File: src/pkg/apfs_defines.svh
// Purpose: constants of the analog port pin function select block
// Assumes: 8-bit register port, one register per address
// Notes:   reset values put every pin in analog input
// Contract
// - port has output latch and one direction bit per pin
// - any reset leaves every pin as analog input
// - analog input pin selected by channel select goes to converter
// - analog input pin not selected stays analog, unconverted
// - amplifier A input pins feed amplifier A, convert when selected
// - amplifier A output pin shows amplifier output, converts when selected
// - amplifier B inputs go to amplifier when enabled, else converter
// - amplifier B output pin drives amplifier when enabled, else converted
// - amplifier A enable sits in control bit 7
// - amplifier B enable sits in control bit 3
`ifndef APFS_DEFINES_SVH
`define APFS_DEFINES_SVH

`define APFS_OFF_PORT     8'h00
`define APFS_OFF_DIR      8'h01
`define APFS_OFF_ANALOG   8'h02
`define APFS_OFF_CHSEL    8'h03
`define APFS_OFF_AMPCTL   8'h04
`define APFS_OFF_STATUS   8'h05

`define APFS_BIT_AMPA_EN  7
`define APFS_BIT_AMPB_EN  3

`define APFS_RST_LATCH    8'h00
`define APFS_RST_DIR      8'hff
`define APFS_RST_ANALOG   8'hff
`define APFS_RST_CHSEL    3'h0

`endif

File: src/pkg/apfs_pkg.sv
// Purpose: types of the analog port pin function select block
// Assumes: eight pins, fixed role per pin
// Notes:   roles are one-hot coded
package apfs_pkg;

    typedef enum logic [4:0] {
        APFS_PLAIN    = 5'h01,
        APFS_AMPA_IN  = 5'h02,
        APFS_AMPA_OUT = 5'h04,
        APFS_AMPB_IN  = 5'h08,
        APFS_AMPB_OUT = 5'h10
    } apfs_role_t;

    typedef struct packed {
        logic [7:0] addr;
        logic [7:0] wdata;
        logic       wr;
        logic       rd;
    } apfs_bus_t;

    typedef struct packed {
        logic drive;
        logic dig_in;
        logic analog;
        logic conv;
        logic amp_in;
        logic amp_out;
        logic bad;
    } apfs_pinfn_t;

endpackage : apfs_pkg

File: src/verilog/apfs_top.sv
// Purpose: per-pin function select of the eight-bit analog port
// Assumes: bus and pin inputs synchronous to MCLK
// Notes:   pin controls lag a register write by one cycle
//
// The address map and the strobed register port were left to the implementer.
`timescale 1ns/1ps
`include "apfs_defines.svh"
module apfs_top #(
    parameter int unsigned NPIN = 8
) (
    input  wire logic              MCLK,
    input  wire logic              RESET_N,
    input  wire logic              CE,
    input  wire logic [7:0]        ADDR,
    input  wire logic [7:0]        WDATA,
    input  wire logic              WR,
    input  wire logic              RD,
    input  wire logic [NPIN-1:0]   PIN_IN,
    output logic      [7:0]        RDATA,
    output logic      [NPIN-1:0]   PIN_OUT,
    output logic      [NPIN-1:0]   PIN_OE,
    output logic      [NPIN-1:0]   PIN_IE,
    output logic      [NPIN-1:0]   PIN_ANALOG,
    output logic      [NPIN-1:0]   CONV_ROUTE,
    output logic      [NPIN-1:0]   AMP_IN_CONNECT,
    output logic      [NPIN-1:0]   AMP_OUT_CONNECT,
    output logic                   AMPA_ON,
    output logic                   AMPB_ON,
    output logic      [2:0]        CONV_CHANNEL,
    output logic      [NPIN-1:0]   SETTING_BAD
);

    typedef struct packed {
        logic [NPIN-1:0] latch;
        logic [NPIN-1:0] dir;
        logic [NPIN-1:0] analog;
        logic [2:0]      chsel;
        logic            ampa_en;
        logic            ampb_en;
        logic [7:0]      rdata;
        logic [NPIN-1:0] pin_out;
        logic [NPIN-1:0] pin_oe;
        logic [NPIN-1:0] pin_ie;
        logic [NPIN-1:0] pin_analog;
        logic [NPIN-1:0] conv;
        logic [NPIN-1:0] amp_in;
        logic [NPIN-1:0] amp_out;
        logic [NPIN-1:0] bad;
    } apfs_state_t;

    apfs_state_t            st_ff;
    apfs_state_t            nxt_st;
    apfs_pkg::apfs_bus_t    bus;
    apfs_pkg::apfs_pinfn_t  fn     [NPIN];
    logic [NPIN-1:0]        port_rd;

    assign bus.addr  = ADDR;
    assign bus.wdata = WDATA;
    assign bus.wr    = WR;
    assign bus.rd    = RD;

    // pin roles: 0..2 amplifier A, 3..4 plain, 5..7 amplifier B
    generate
        for (genvar i = 0; i < NPIN; i++) begin : g_pin
            localparam apfs_pkg::apfs_role_t ROLE =
                (i == 0 || i == 2) ? apfs_pkg::APFS_AMPA_IN  :
                (i == 1)           ? apfs_pkg::APFS_AMPA_OUT :
                (i == 5 || i == 7) ? apfs_pkg::APFS_AMPB_IN  :
                (i == 6)           ? apfs_pkg::APFS_AMPB_OUT :
                                     apfs_pkg::APFS_PLAIN;
            localparam logic [2:0] CHAN = 3'(i);
            logic amp_en;

            assign amp_en = (i <= 2) ? st_ff.ampa_en :
                            (i >= 5) ? st_ff.ampb_en : 1'b0;

            apfs_pin_cell #(
                .ROLE (ROLE)
            ) u_cell (
                .analog  (st_ff.analog[i]),
                .dir_in  (st_ff.dir[i]),
                .sel_hit (st_ff.chsel == CHAN),
                .amp_en  (amp_en),
                .fn      (fn[i])
            );

            // analog pins read zero, outputs read back the latch
            assign port_rd[i] = st_ff.analog[i] ? 1'b0 :
                                st_ff.dir[i]    ? PIN_IN[i] :
                                                  st_ff.latch[i];
        end
    endgenerate

    always_comb begin
        nxt_st = st_ff;
        if (CE) begin
            // register writes; unmapped addresses are ignored
            if (bus.wr) begin
                if (bus.addr == `APFS_OFF_PORT) begin
                    nxt_st.latch = bus.wdata[NPIN-1:0];
                end else if (bus.addr == `APFS_OFF_DIR) begin
                    nxt_st.dir = bus.wdata[NPIN-1:0];
                end else if (bus.addr == `APFS_OFF_ANALOG) begin
                    nxt_st.analog = bus.wdata[NPIN-1:0];
                end else if (bus.addr == `APFS_OFF_CHSEL) begin
                    nxt_st.chsel = bus.wdata[2:0];
                end else if (bus.addr == `APFS_OFF_AMPCTL) begin
                    nxt_st.ampa_en = bus.wdata[`APFS_BIT_AMPA_EN];
                    nxt_st.ampb_en = bus.wdata[`APFS_BIT_AMPB_EN];
                end
            end

            // read data valid only in the cycle after the strobe
            nxt_st.rdata = 8'h00;
            if (bus.rd) begin
                if (bus.addr == `APFS_OFF_PORT) begin
                    nxt_st.rdata = port_rd;
                end else if (bus.addr == `APFS_OFF_DIR) begin
                    nxt_st.rdata = st_ff.dir;
                end else if (bus.addr == `APFS_OFF_ANALOG) begin
                    nxt_st.rdata = st_ff.analog;
                end else if (bus.addr == `APFS_OFF_CHSEL) begin
                    nxt_st.rdata = {5'h00, st_ff.chsel};
                end else if (bus.addr == `APFS_OFF_AMPCTL) begin
                    nxt_st.rdata[`APFS_BIT_AMPA_EN] = st_ff.ampa_en;
                    nxt_st.rdata[`APFS_BIT_AMPB_EN] = st_ff.ampb_en;
                end else if (bus.addr == `APFS_OFF_STATUS) begin
                    nxt_st.rdata = st_ff.bad;
                end
            end

            // pin controls follow the configuration one cycle later
            for (int i = 0; i < NPIN; i++) begin
                nxt_st.pin_out[i]    = st_ff.latch[i];
                nxt_st.pin_oe[i]     = fn[i].drive;
                nxt_st.pin_ie[i]     = fn[i].dig_in;
                nxt_st.pin_analog[i] = fn[i].analog;
                nxt_st.conv[i]       = fn[i].conv;
                nxt_st.amp_in[i]     = fn[i].amp_in;
                nxt_st.amp_out[i]    = fn[i].amp_out;
                nxt_st.bad[i]        = fn[i].bad;
            end
        end
    end

    // reset puts every pin in analog input, amplifiers off
    always_ff @(posedge MCLK or negedge RESET_N) begin
        if (!RESET_N) begin
            st_ff            <= '0;
            st_ff.latch      <= `APFS_RST_LATCH;
            st_ff.dir        <= `APFS_RST_DIR;
            st_ff.analog     <= `APFS_RST_ANALOG;
            st_ff.chsel      <= `APFS_RST_CHSEL;
            st_ff.pin_analog <= `APFS_RST_ANALOG;
        end else begin
            st_ff <= nxt_st;
        end
    end

    assign RDATA           = st_ff.rdata;
    assign PIN_OUT         = st_ff.pin_out;
    assign PIN_OE          = st_ff.pin_oe;
    assign PIN_IE          = st_ff.pin_ie;
    assign PIN_ANALOG      = st_ff.pin_analog;
    assign CONV_ROUTE      = st_ff.conv;
    assign AMP_IN_CONNECT  = st_ff.amp_in;
    assign AMP_OUT_CONNECT = st_ff.amp_out;
    assign AMPA_ON         = st_ff.ampa_en;
    assign AMPB_ON         = st_ff.ampb_en;
    assign CONV_CHANNEL    = st_ff.chsel;
    assign SETTING_BAD     = st_ff.bad;

endmodule : apfs_top

File: src/verilog/apfs_pin_cell.sv
// Purpose: function decode of one analog-capable port pin
// Assumes: role fixed at elaboration
// Notes:   purely combinational; the top registers the result
`timescale 1ns/1ps
module apfs_pin_cell #(
    parameter apfs_pkg::apfs_role_t ROLE = apfs_pkg::APFS_PLAIN
) (
    input  wire logic                  analog,
    input  wire logic                  dir_in,
    input  wire logic                  sel_hit,
    input  wire logic                  amp_en,
    output apfs_pkg::apfs_pinfn_t      fn
);
    logic ana_in;
    logic is_a;
    logic is_b;
    logic is_out;
    logic is_in;

    always_comb begin
        ana_in = analog & dir_in;
        is_a   = (ROLE == apfs_pkg::APFS_AMPA_IN)
               | (ROLE == apfs_pkg::APFS_AMPA_OUT);
        is_b   = (ROLE == apfs_pkg::APFS_AMPB_IN)
               | (ROLE == apfs_pkg::APFS_AMPB_OUT);
        is_out = (ROLE == apfs_pkg::APFS_AMPA_OUT)
               | (ROLE == apfs_pkg::APFS_AMPB_OUT);
        is_in  = (ROLE == apfs_pkg::APFS_AMPA_IN)
               | (ROLE == apfs_pkg::APFS_AMPB_IN);
        fn.analog  = analog;
        fn.dig_in  = ~analog;
        // amplifier A output pin never takes the latch while amplifier A is enabled
        fn.drive   = ~analog & ~dir_in & ~(is_out & is_a & amp_en);
        // amplifier B enabled takes its pins off the converter
        fn.conv    = ana_in & sel_hit & ~(is_b & amp_en);
        fn.amp_in  = ana_in & is_in & amp_en;
        fn.amp_out = ana_in & is_out & amp_en;
        fn.bad     = (analog & ~dir_in)
                   | (~analog & sel_hit & ~is_b)
                   | (~analog & amp_en & is_out & is_a);
    end
endmodule : apfs_pin_cell

File: config.mk
export PLATFORM = sky130hd
export DESIGN_NAME = apfs_top
export DESIGN_NICKNAME = d
export VERILOG_FILES = /design/src/pkg/apfs_pkg.sv /design/src/verilog/apfs_top.sv /design/src/verilog/apfs_pin_cell.sv
export VERILOG_INCLUDE_DIRS = /design/src /design/src/pkg
export SDC_FILE = /design/constraint.sdc
export NUM_CORES = 1
export LEC_CHECK = 0
export ABC_AREA = 1
export BUFFER_PORTS_ARGS = -buffer_cell sky130_fd_sc_hd__buf_2
export CAP_MARGIN = 5
export CORE_AREA = 2 2 77 116
export DETAILED_ROUTE_END_ITERATION = 7
export DIE_AREA = 0 0 79 118
export PLACE_DENSITY = 0.81
export SYNTH_ARGS = -nofsm -noshare
export SYNTH_HDL_FRONTEND = slang
export SYNTH_SLANG_ARGS = --single-unit
File: constraint.sdc
create_clock -name MCLK -period 1.9 [get_ports MCLK]
set_input_delay 0.19 -clock MCLK [delete_from_list [all_inputs] [get_ports MCLK]]
set_output_delay 0.19 -clock MCLK [all_outputs]
set_load 0.02 [all_outputs]
Word level (Yosys, flattened, before mapping)
Index checks and enable logic that the tools add are counted.

Register bits: 91. Latch bits: 0. Bits in writable memories: 0. Memory bits (read-only): 0. Input bits: 29. Output and inout bits: 77. Memories: 0.

Add/sub/neg operators: 0. Multiply operators: 0. Div/mod/pow operators: 0. Magnitude comparators: 0. Equal/unequal tests: 12. Shifts and indexed selects: 0. Multiplexer cells: 26. Bitwise logic cells: 76. Reduce and logical (&&, ||, !) cells: 7.

Operator list (number): 1-bit bitwise AND (48); 8-bit 2-to-1 mux (6); 1-bit inverter (22); 1-bit 2-to-1 mux (18); 8-bit by 2-bit == test with 1-bit output, second input constant (2); 8-bit by 3-bit == test with 1-bit output, second input constant (2); 3-bit == test, second input constant (4); 8-bit by 1-bit == test with 1-bit output, second input constant (1); 8-bit zero test (1); 7-bit AND reduction (1); 3-bit by 2-bit == test with 1-bit output, second input constant (2); 3-bit 2-to-1 mux (2); 1-bit OR (6); 6-bit AND reduction (1); 5-bit AND reduction (1); 4-bit AND reduction (1); 3-bit by 1-bit == test with 1-bit output, second input constant (1); 3-bit zero test (1); 3-bit AND reduction (1).

Longest topological paths before layout
Gate-level depths: netlist of run 1.

Word-level depth: 8. Depth in mapped cells: 8.

Cells and area by module
Synthesis of run 1 repeated with hierarchy kept, for this count alone.

Cell total of the unflattened synthesis: 716. Area total of the unflattened synthesis: 5494.0 sq um.

Modules (own cells, without submodules): apfs_top (instances 1, cells each 614, area each 5033.6 sq um, sequential area each 2557.5 sq um); apfs_pin_cell at g_pin[5].u_cell ... (instances 3, cells each 11, area each 48.8 sq um, sequential area each 0.0 sq um); apfs_pin_cell at g_pin[0].u_cell ... (instances 2, cells each 14, area each 60.1 sq um, sequential area each 0.0 sq um); apfs_pin_cell at g_pin[3].u_cell ... (instances 2, cells each 13, area each 60.1 sq um, sequential area each 0.0 sq um); apfs_pin_cell at g_pin[1].u_cell (instances 1, cells each 15, area each 73.8 sq um, sequential area each 0.0 sq um).

Worst setup path before layout of run 1
OpenSTA, ideal clock, no wires.

Kind: input to register. Start point: in ADDR[7]. End point: reg st_ff, in the netlist CONV_CHANNEL[0]. Arrival: 1.039 ns. Required time: 1.777 ns. Setup slack: 0.737 ns. Cell stages on the path: 7. Buffers on the path: 1. Cells stage by stage: nor2_1 > nand2_2 > inv_2 > buf_4 > nand3_1 > nand2_1 > o21ai_1.

Cells in the longest elaborated chain, start to end: 3.

Ends and longest elaborated chain: start, declared (line apfs_top.sv:14) `input wire logic [7:0] ADDR,`; 8-bit by 2-bit == test with 1-bit output (no line) (tied with other cells); 1-bit inverter (no line); 6-bit AND reduction (no line) (*); end signal, assigned (line apfs_top.sv:156) `st_ff <= nxt_st;`; end, declared (line apfs_top.sv:51) `apfs_state_t st_ff;`.

Mark *: on every way between the ends. The rest lies on a longest branch, timed or not. A chain may end at the register's enable or synchronous reset.

Worst setup path in the final report of run 1
Start point: reg st_ff, in the netlist CONV_CHANNEL[0]. End point: out CONV_CHANNEL[0].

RTL lines: end, declared (line apfs_top.sv:29) `output logic [2:0] CONV_CHANNEL,`.

No word-level cell between the ends.

==> results of run 1 <==
==> flip-flops by register name, summed over array words and instances, names as in the netlist, 2 cells and up <==
signal	flops
CONV_CHANNEL	3
st_ff	24
PIN_OE	8
RDATA	8
AMP_OUT_CONNECT	2
AMP_IN_CONNECT	4
CONV_ROUTE	8
PIN_IE	8
SETTING_BAD	8
PIN_ANALOG	8
PIN_OUT	8
==> timing repair <==
item / in CTS / in global routing
resized for setup: 0 / 0
hold buffers: 1 / 0
hold endpoints to repair: 17 / 0
==> cells by family after synthesis <==
kind of cell    synth area share, %
simple gates                   22.9
buf+inv                        17.0
flops                          49.4
compound gates                 10.6
other cells                  0.0803
==> metal layers <==
layer  wire, um  GRT usage [%]  vias up  part of all wire, %
met5          0              0        -                    0
met4        393           13.6        0                  3.6
met3        535           3.45       26                  4.9
met2       5750           40.6      133                   52
met1       4340           29.8     1753                   39
li1           -              -     1759                    -
==> cells in the final DEF (no fill, tap or decap) <==
cell type,Yosys,layout
o21ai_2,8,8
o31ai_1,2,2
clkbuf_1,1,4
nand2_2,5,5
o21ai_4,1,1
o41ai_1,3,3
dfstp_2,24,24
nor2_2,1,1
a211oi_1,2,2
nand3_1,39,39
clkinv_2,0,3
a21o_1,2,2
nand3_2,2,2
a22o_1,1,1
conb_1,1,10
buf_12,0,1
nor3_1,4,4
nand2_1,141,141
nand4_1,2,2
clkbuf_16,0,9
nand2_4,2,2
nor2_4,3,3
inv_2,4,4
o211ai_1,2,2
nand3_4,1,1
a21oi_1,8,8
dlygate4sd3_1,0,1
o21ai_0,22,22
o21a_1,1,1
nor2_1,48,48
buf_4,76,7
dfrtp_1,67,67
a32o_1,2,2
inv_1,37,37
buf_2,5,94
o21ai_1,27,27
==> worst max-delay path by stage <==
stage	slack, ns	to	cells after the start	startpoint
floorplan	0.74	CONV_CHANNEL[0]	7	ADDR[7]
global placement	0.35	RDATA[4]	8	ADDR[3]
detailed placement	0.32	st_ff[78]	8	ADDR[7]
CTS	0.59	CONV_CHANNEL[0]	1	CONV_CHANNEL[0]
global route	0.52	CONV_ROUTE[6]	4	CONV_CHANNEL[2]
finish	0.59	CONV_CHANNEL[0]	1	CONV_CHANNEL[0]
==> area by class of cell <==
| class | instances | area, um2 | share of cell area [%] |
|---|---|---|---|
| multi-input cells | 339 | 1600 | 32.0 |
| flip-flops and latches | 91 | 2310 | 46.1 |
| clock buffers | 13 | 240 | 4.80 |
| well taps | 107 | 134 | 2.68 |
| clock inverters | 3 | 15.0 | 0.300 |
| repair buffers | 103 | 553 | 11.1 |
| inverters | 41 | 154 | 3.08 |
==> per-stage QoR <==
stage	area, um2	std cells	setup slack (ns)	utilization, %	power (W)
after detailed placement	4740	680	0.319	57.0	0.00253
after global routing	5000	697	0.522	60.2	0.00423
after CTS	5000	697	0.593	60.2	0.00410
after global placement	4740	680	0.346	57.0	0.00252
after floorplan	4700	560	0.737	-	0.00243
final	5000	697	0.594	60.2	0.00407
==> where the power goes <==
group	internal (W)	total (W)	switching, W
sequential	0.00202	0.00208	0.0000555
combinational	0.000125	0.000422	0.000297
clock	0.000881	0.00158	0.000694
==> qor.csv, run 1 <==
metric,value,unit
synth warn,0,
Top delay family on crit path,flip-flops,
Final Hold Fails,0,
clk_skew,0.00469,ns
post-CTS setup buffer count,0,
layout cells sized above 1,28.0,%
sequential fraction of the synthesis area,49.4,%
WP data required,1.71,ns
RSZ-0062 raised after global routing,no,
HPWL after DPL,8020,um
leakage,2.55,nW
Vert. Die Dim,118,um
Synth area leaders,"dfrtp_1 (36%), dfstp_2 (14%), buf_4 (12%)",
Hold Path End,st_ff[83],
Hold Crit Class,in2reg,
Vias,3671,
largest area contributor in the netlist,dfrtp_1,
clk_lat worst skew,0.34,ns
Sink Count,91,
share of the synthesized area in the top cell type,35.9,%
worst reg-to-reg setup slack,0.62,ns
TritonCTS clock tree,done,
min Tclk post-route,1.31,ns
I/O Pins,106,
Worst Path Buf+Inv,1,
Post-Syn Instances,551,
Post-synth EDFFs,0,
vias per std cell,5.27,
Final setup viols,0,
Cell Pwr Density,814,nW/um2
Netlist cell types,34,
Die Footprint,9320,um2
Final Net Count,614,
largest net degree at the start of global routing,45,
CTS Buffer Depth,2,
hold_ws,0.107,ns
synthesized area,4670,um2
"CTS clk-pin slew, worst paths",0.06,ns
Worst Hold Launch,WDATA[6],
drt drc,0,
num rows,41,
peak supply drop,0.438,mV
H-tree depth,3,
status,finished clean,
period utilisation layout,68.8,%
final WL,11000,um
Critical Path Start Type,flip-flop,
CTS Buf Count,9,
actual slew at the worst max-slew pin,0.742,ns
CP max stage cell,dfrtp_1,
Port Buffers,95,
Initial Util,56.2,%
Crit Path Category,reg2out,
ant diodes,0,
Critical Path AT,1.12,ns
cell chain of the critical path,buf_2,
vias in the first global route,3558,
final setup TNS,0,ns
Die W,79,um
synth-to-layout area growth,7.18,%
first-pass GRT wire length,17400,um
synthesized flop and latch total,91,
RR Endpoint,CONV_ROUTE[6],
Total Routing Usage GR,24.4,%
antenna violations before repair,0,
GP Congestion,0.942,
drt pass-1 iters,5,
ys flop type,dfrtp_1,
GRT overflow,0,
Starting DRT DRC Count,289,
WL/cell,15.8,um
Reg-to-Reg Start,CONV_CHANNEL[2],
Register-to-Register Path Depth,4,
Root Buffer,clkbuf_16,
relative slew slack,50.3,%
highest clock rate,766,MHz
syn avg cell area,8.47,um2
Pins Over Slew Limit,0,
CP max FO,8,
most frequent cell after synthesis,nand2_1,
Maximum Capacitance Violations,0,
Critical Path Sink Type,output pin,
fill cell count,782,
Critical Path Max Stage Delay,0.54,ns
final antenna-violating net count,0,
worst hold stages,3,
core area,8310,um2
"top cells by count, synth","nand2_1 (141), buf_4 (76), dfrtp_1 (67)",
ys async rst share,100,%
(Power assumes the default switching activity.)
==> run 2, diff against run 1 <==
- CORE_AREA: 2 2 77 116 -> 2 2 83 125
- DIE_AREA: 0 0 79 118 -> 0 0 85 127
- PLACE_DENSITY: 0.81 -> 0.74
- clock period: 1.9 -> 1.1 ns (I/O delays scaled with it)
==> qor.csv, run 2 (synthesized netlist as in run 1, its figures left out) <==
metric,value,unit
status,"complete, but fails checks",
failing checks,negative setup slack,
Die W,85,um
min Tclk post-route,1.21,ns
Hold Path End,st_ff[82],
worst reg-to-reg setup slack,-0.08,ns
Critical Path Max Stage Delay,0.49,ns
Top delay family on crit path,flip-flops,
worst hold stages,3,
GRT overflow,0,
WP data required,0.99,ns
dpl cell area,5160,um2
Hold Crit Class,in2reg,
Worst Path Buf+Inv,2,
Critical Path AT,1.10,ns
GP Congestion,0.902,
final worst slack,-0.113,ns
ant diodes,0,
TritonCTS clock tree,done,
Pins Over Slew Limit,0,
largest net degree at the start of global routing,52,
num rows,44,
period utilisation layout,110,%
Final setup viols,17,
vias in the first global route,3989,
HPWL after DPL,8700,um
Critical Path Start Type,flip-flop,
WL/cell,16.1,um
leakage,3.01,nW
most frequent cells in the layout,"nand2_1 (133), buf_2 (82), dfrtp_1 (64)",
Register-to-Register Path Depth,7,
Vias,3935,
"CTS clk-pin slew, worst paths",0.06,ns
final antenna-violating net count,0,
Initial Util,48.5,%
Starting DRT DRC Count,263,
Final Net Count,680,
synth-to-layout area growth,26.0,%
I/O Pins,106,
CTS Buf Count,9,
highest clock rate,825,MHz
final WL,12400,um
clk_skew,0.00441,ns
fill cell count,809,
Cell Pwr Density,1300,nW/um2
Final Hold Fails,0,
Crit Path Category,reg2out,
drt drc,0,
layout cells sized above 1,42.5,%
final design utilization,61.1,%
cell chain of the critical path,buf_6 -> buf_6,
Pwr Total,0.00767,W
Reg-to-Reg Start,st_ff[90],
drt pass-1 iters,5,
CTS Buffer Depth,2,
antenna violations before repair,0,
CP most frequent cell,buf_6,
Sink Count,91,
Port Buffers,95,
post-placement cell count,738,
post-route insts no fill,771,
CP max stage cell,dfrtp_2,
peak supply drop,0.833,mV
Critical Path Sink Type,output pin,
post-route cell area,5880,um2
CP max FO,5,
WP depth,2,
"most common cell after layout, fill and taps aside",nand2_1,
Root Buffer,clkbuf_16,
core area,9630,um2
Vert. Die Dim,127,um
vias per std cell,5.10,
Biggest register,st_ff,
H-tree depth,3,
Maximum Capacitance Violations,0,
first-pass GRT wire length,19600,um
RR Endpoint,RDATA[5],
number of flip-flops in the largest register,24,
Die Footprint,10800,um2
clk_lat worst skew,0.34,ns
Worst Hold Launch,WDATA[5],
Total Routing Usage GR,23.4,%
final setup TNS,-0.524,ns
RSZ-0062 raised after global routing,yes,
-- run 2: cell count changes in the layout (fill, tap and decap cells not counted), sizes merged --
| cell | before | now |
|---|---|---|
| bufinv | 0 | 1 |
| buf | 102 | 168 |
| clkinv | 3 | 2 |
| inv | 41 | 42 |
| clkinvlp | 0 | 2 |
| clkbuf | 13 | 10 |
-- run 2: cell type report --
cell class,instances,area [um2],share of cell area [%]
inverters,41,159,2.70
clock buffers,10,239,4.06
repair buffers,169,1190,20.2
well taps,115,144,2.45
clock inverters,6,63.8,1.08
flip-flops and latches,91,2310,39.3
multi-input cells,339,1780,30.2
-- run 2: worst max-delay path by stage --
stage	start	to	slack, ns
after floorplan	ADDR[7]	CONV_CHANNEL[0]	0.02
after global placement	ADDR[7]	RDATA[5]	-0.22
after detailed placement	ADDR[7]	RDATA[5]	-0.22
after CTS	CONV_CHANNEL[0]	CONV_CHANNEL[0]	-0.07
after global routing	st_ff[90]	RDATA[5]	-0.16
final	CONV_CHANNEL[0]	CONV_CHANNEL[0]	-0.11
-- run 2: worst register-to-register path: cells and delay by family, from the launching register on --
| family | cells | cell delay (ns) |
|---|---|---|
| DFF | 1 | 0.57 |
| and+or+nand+nor | 5 | 0.36 |
| AOI/OAI and AO/OA | 2 | 0.14 |
-- run 2: power by group --
group | internal [W] | leakage, nW | switching (W)
clock | 0.00182 | 0.145 | 0.00132
sequential | 0.00349 | 1.12 | 0.0000962
combinational | 0.000357 | 1.75 | 0.000587
-- run 2: what timing repair did --
| action | CTS | global route |
|---|---|---|
| endpoints found under the hold margin | 72 | 0 |
| setup endpoints to repair | 26 | 35 |
| buffers inserted | 8 | 8 |
| pin swaps | 1 | 23 |
| gates resized for setup | 39 | 50 |
| hold buffers | 1 | 0 |
-- run 2: metal layers --
metal  track usage, %  wire, um  vias up
li1                 -         -     1887
met1             28.8      5080     1878
met2             38.4      6320      138
met3             4.33       540       32
met4             13.5       493        0
met5                0         0        -
-- run 2: through the flow --
step | hold slack (ns) | worst slack, ns
final | 0.0452 | -0.113
after global routing | 0.0469 | -0.164
after CTS | 0.0408 | -0.0750
after detailed placement | 0.111 | -0.220
after global placement | 0.102 | -0.223
after floorplan | -0.186 | 0.0175
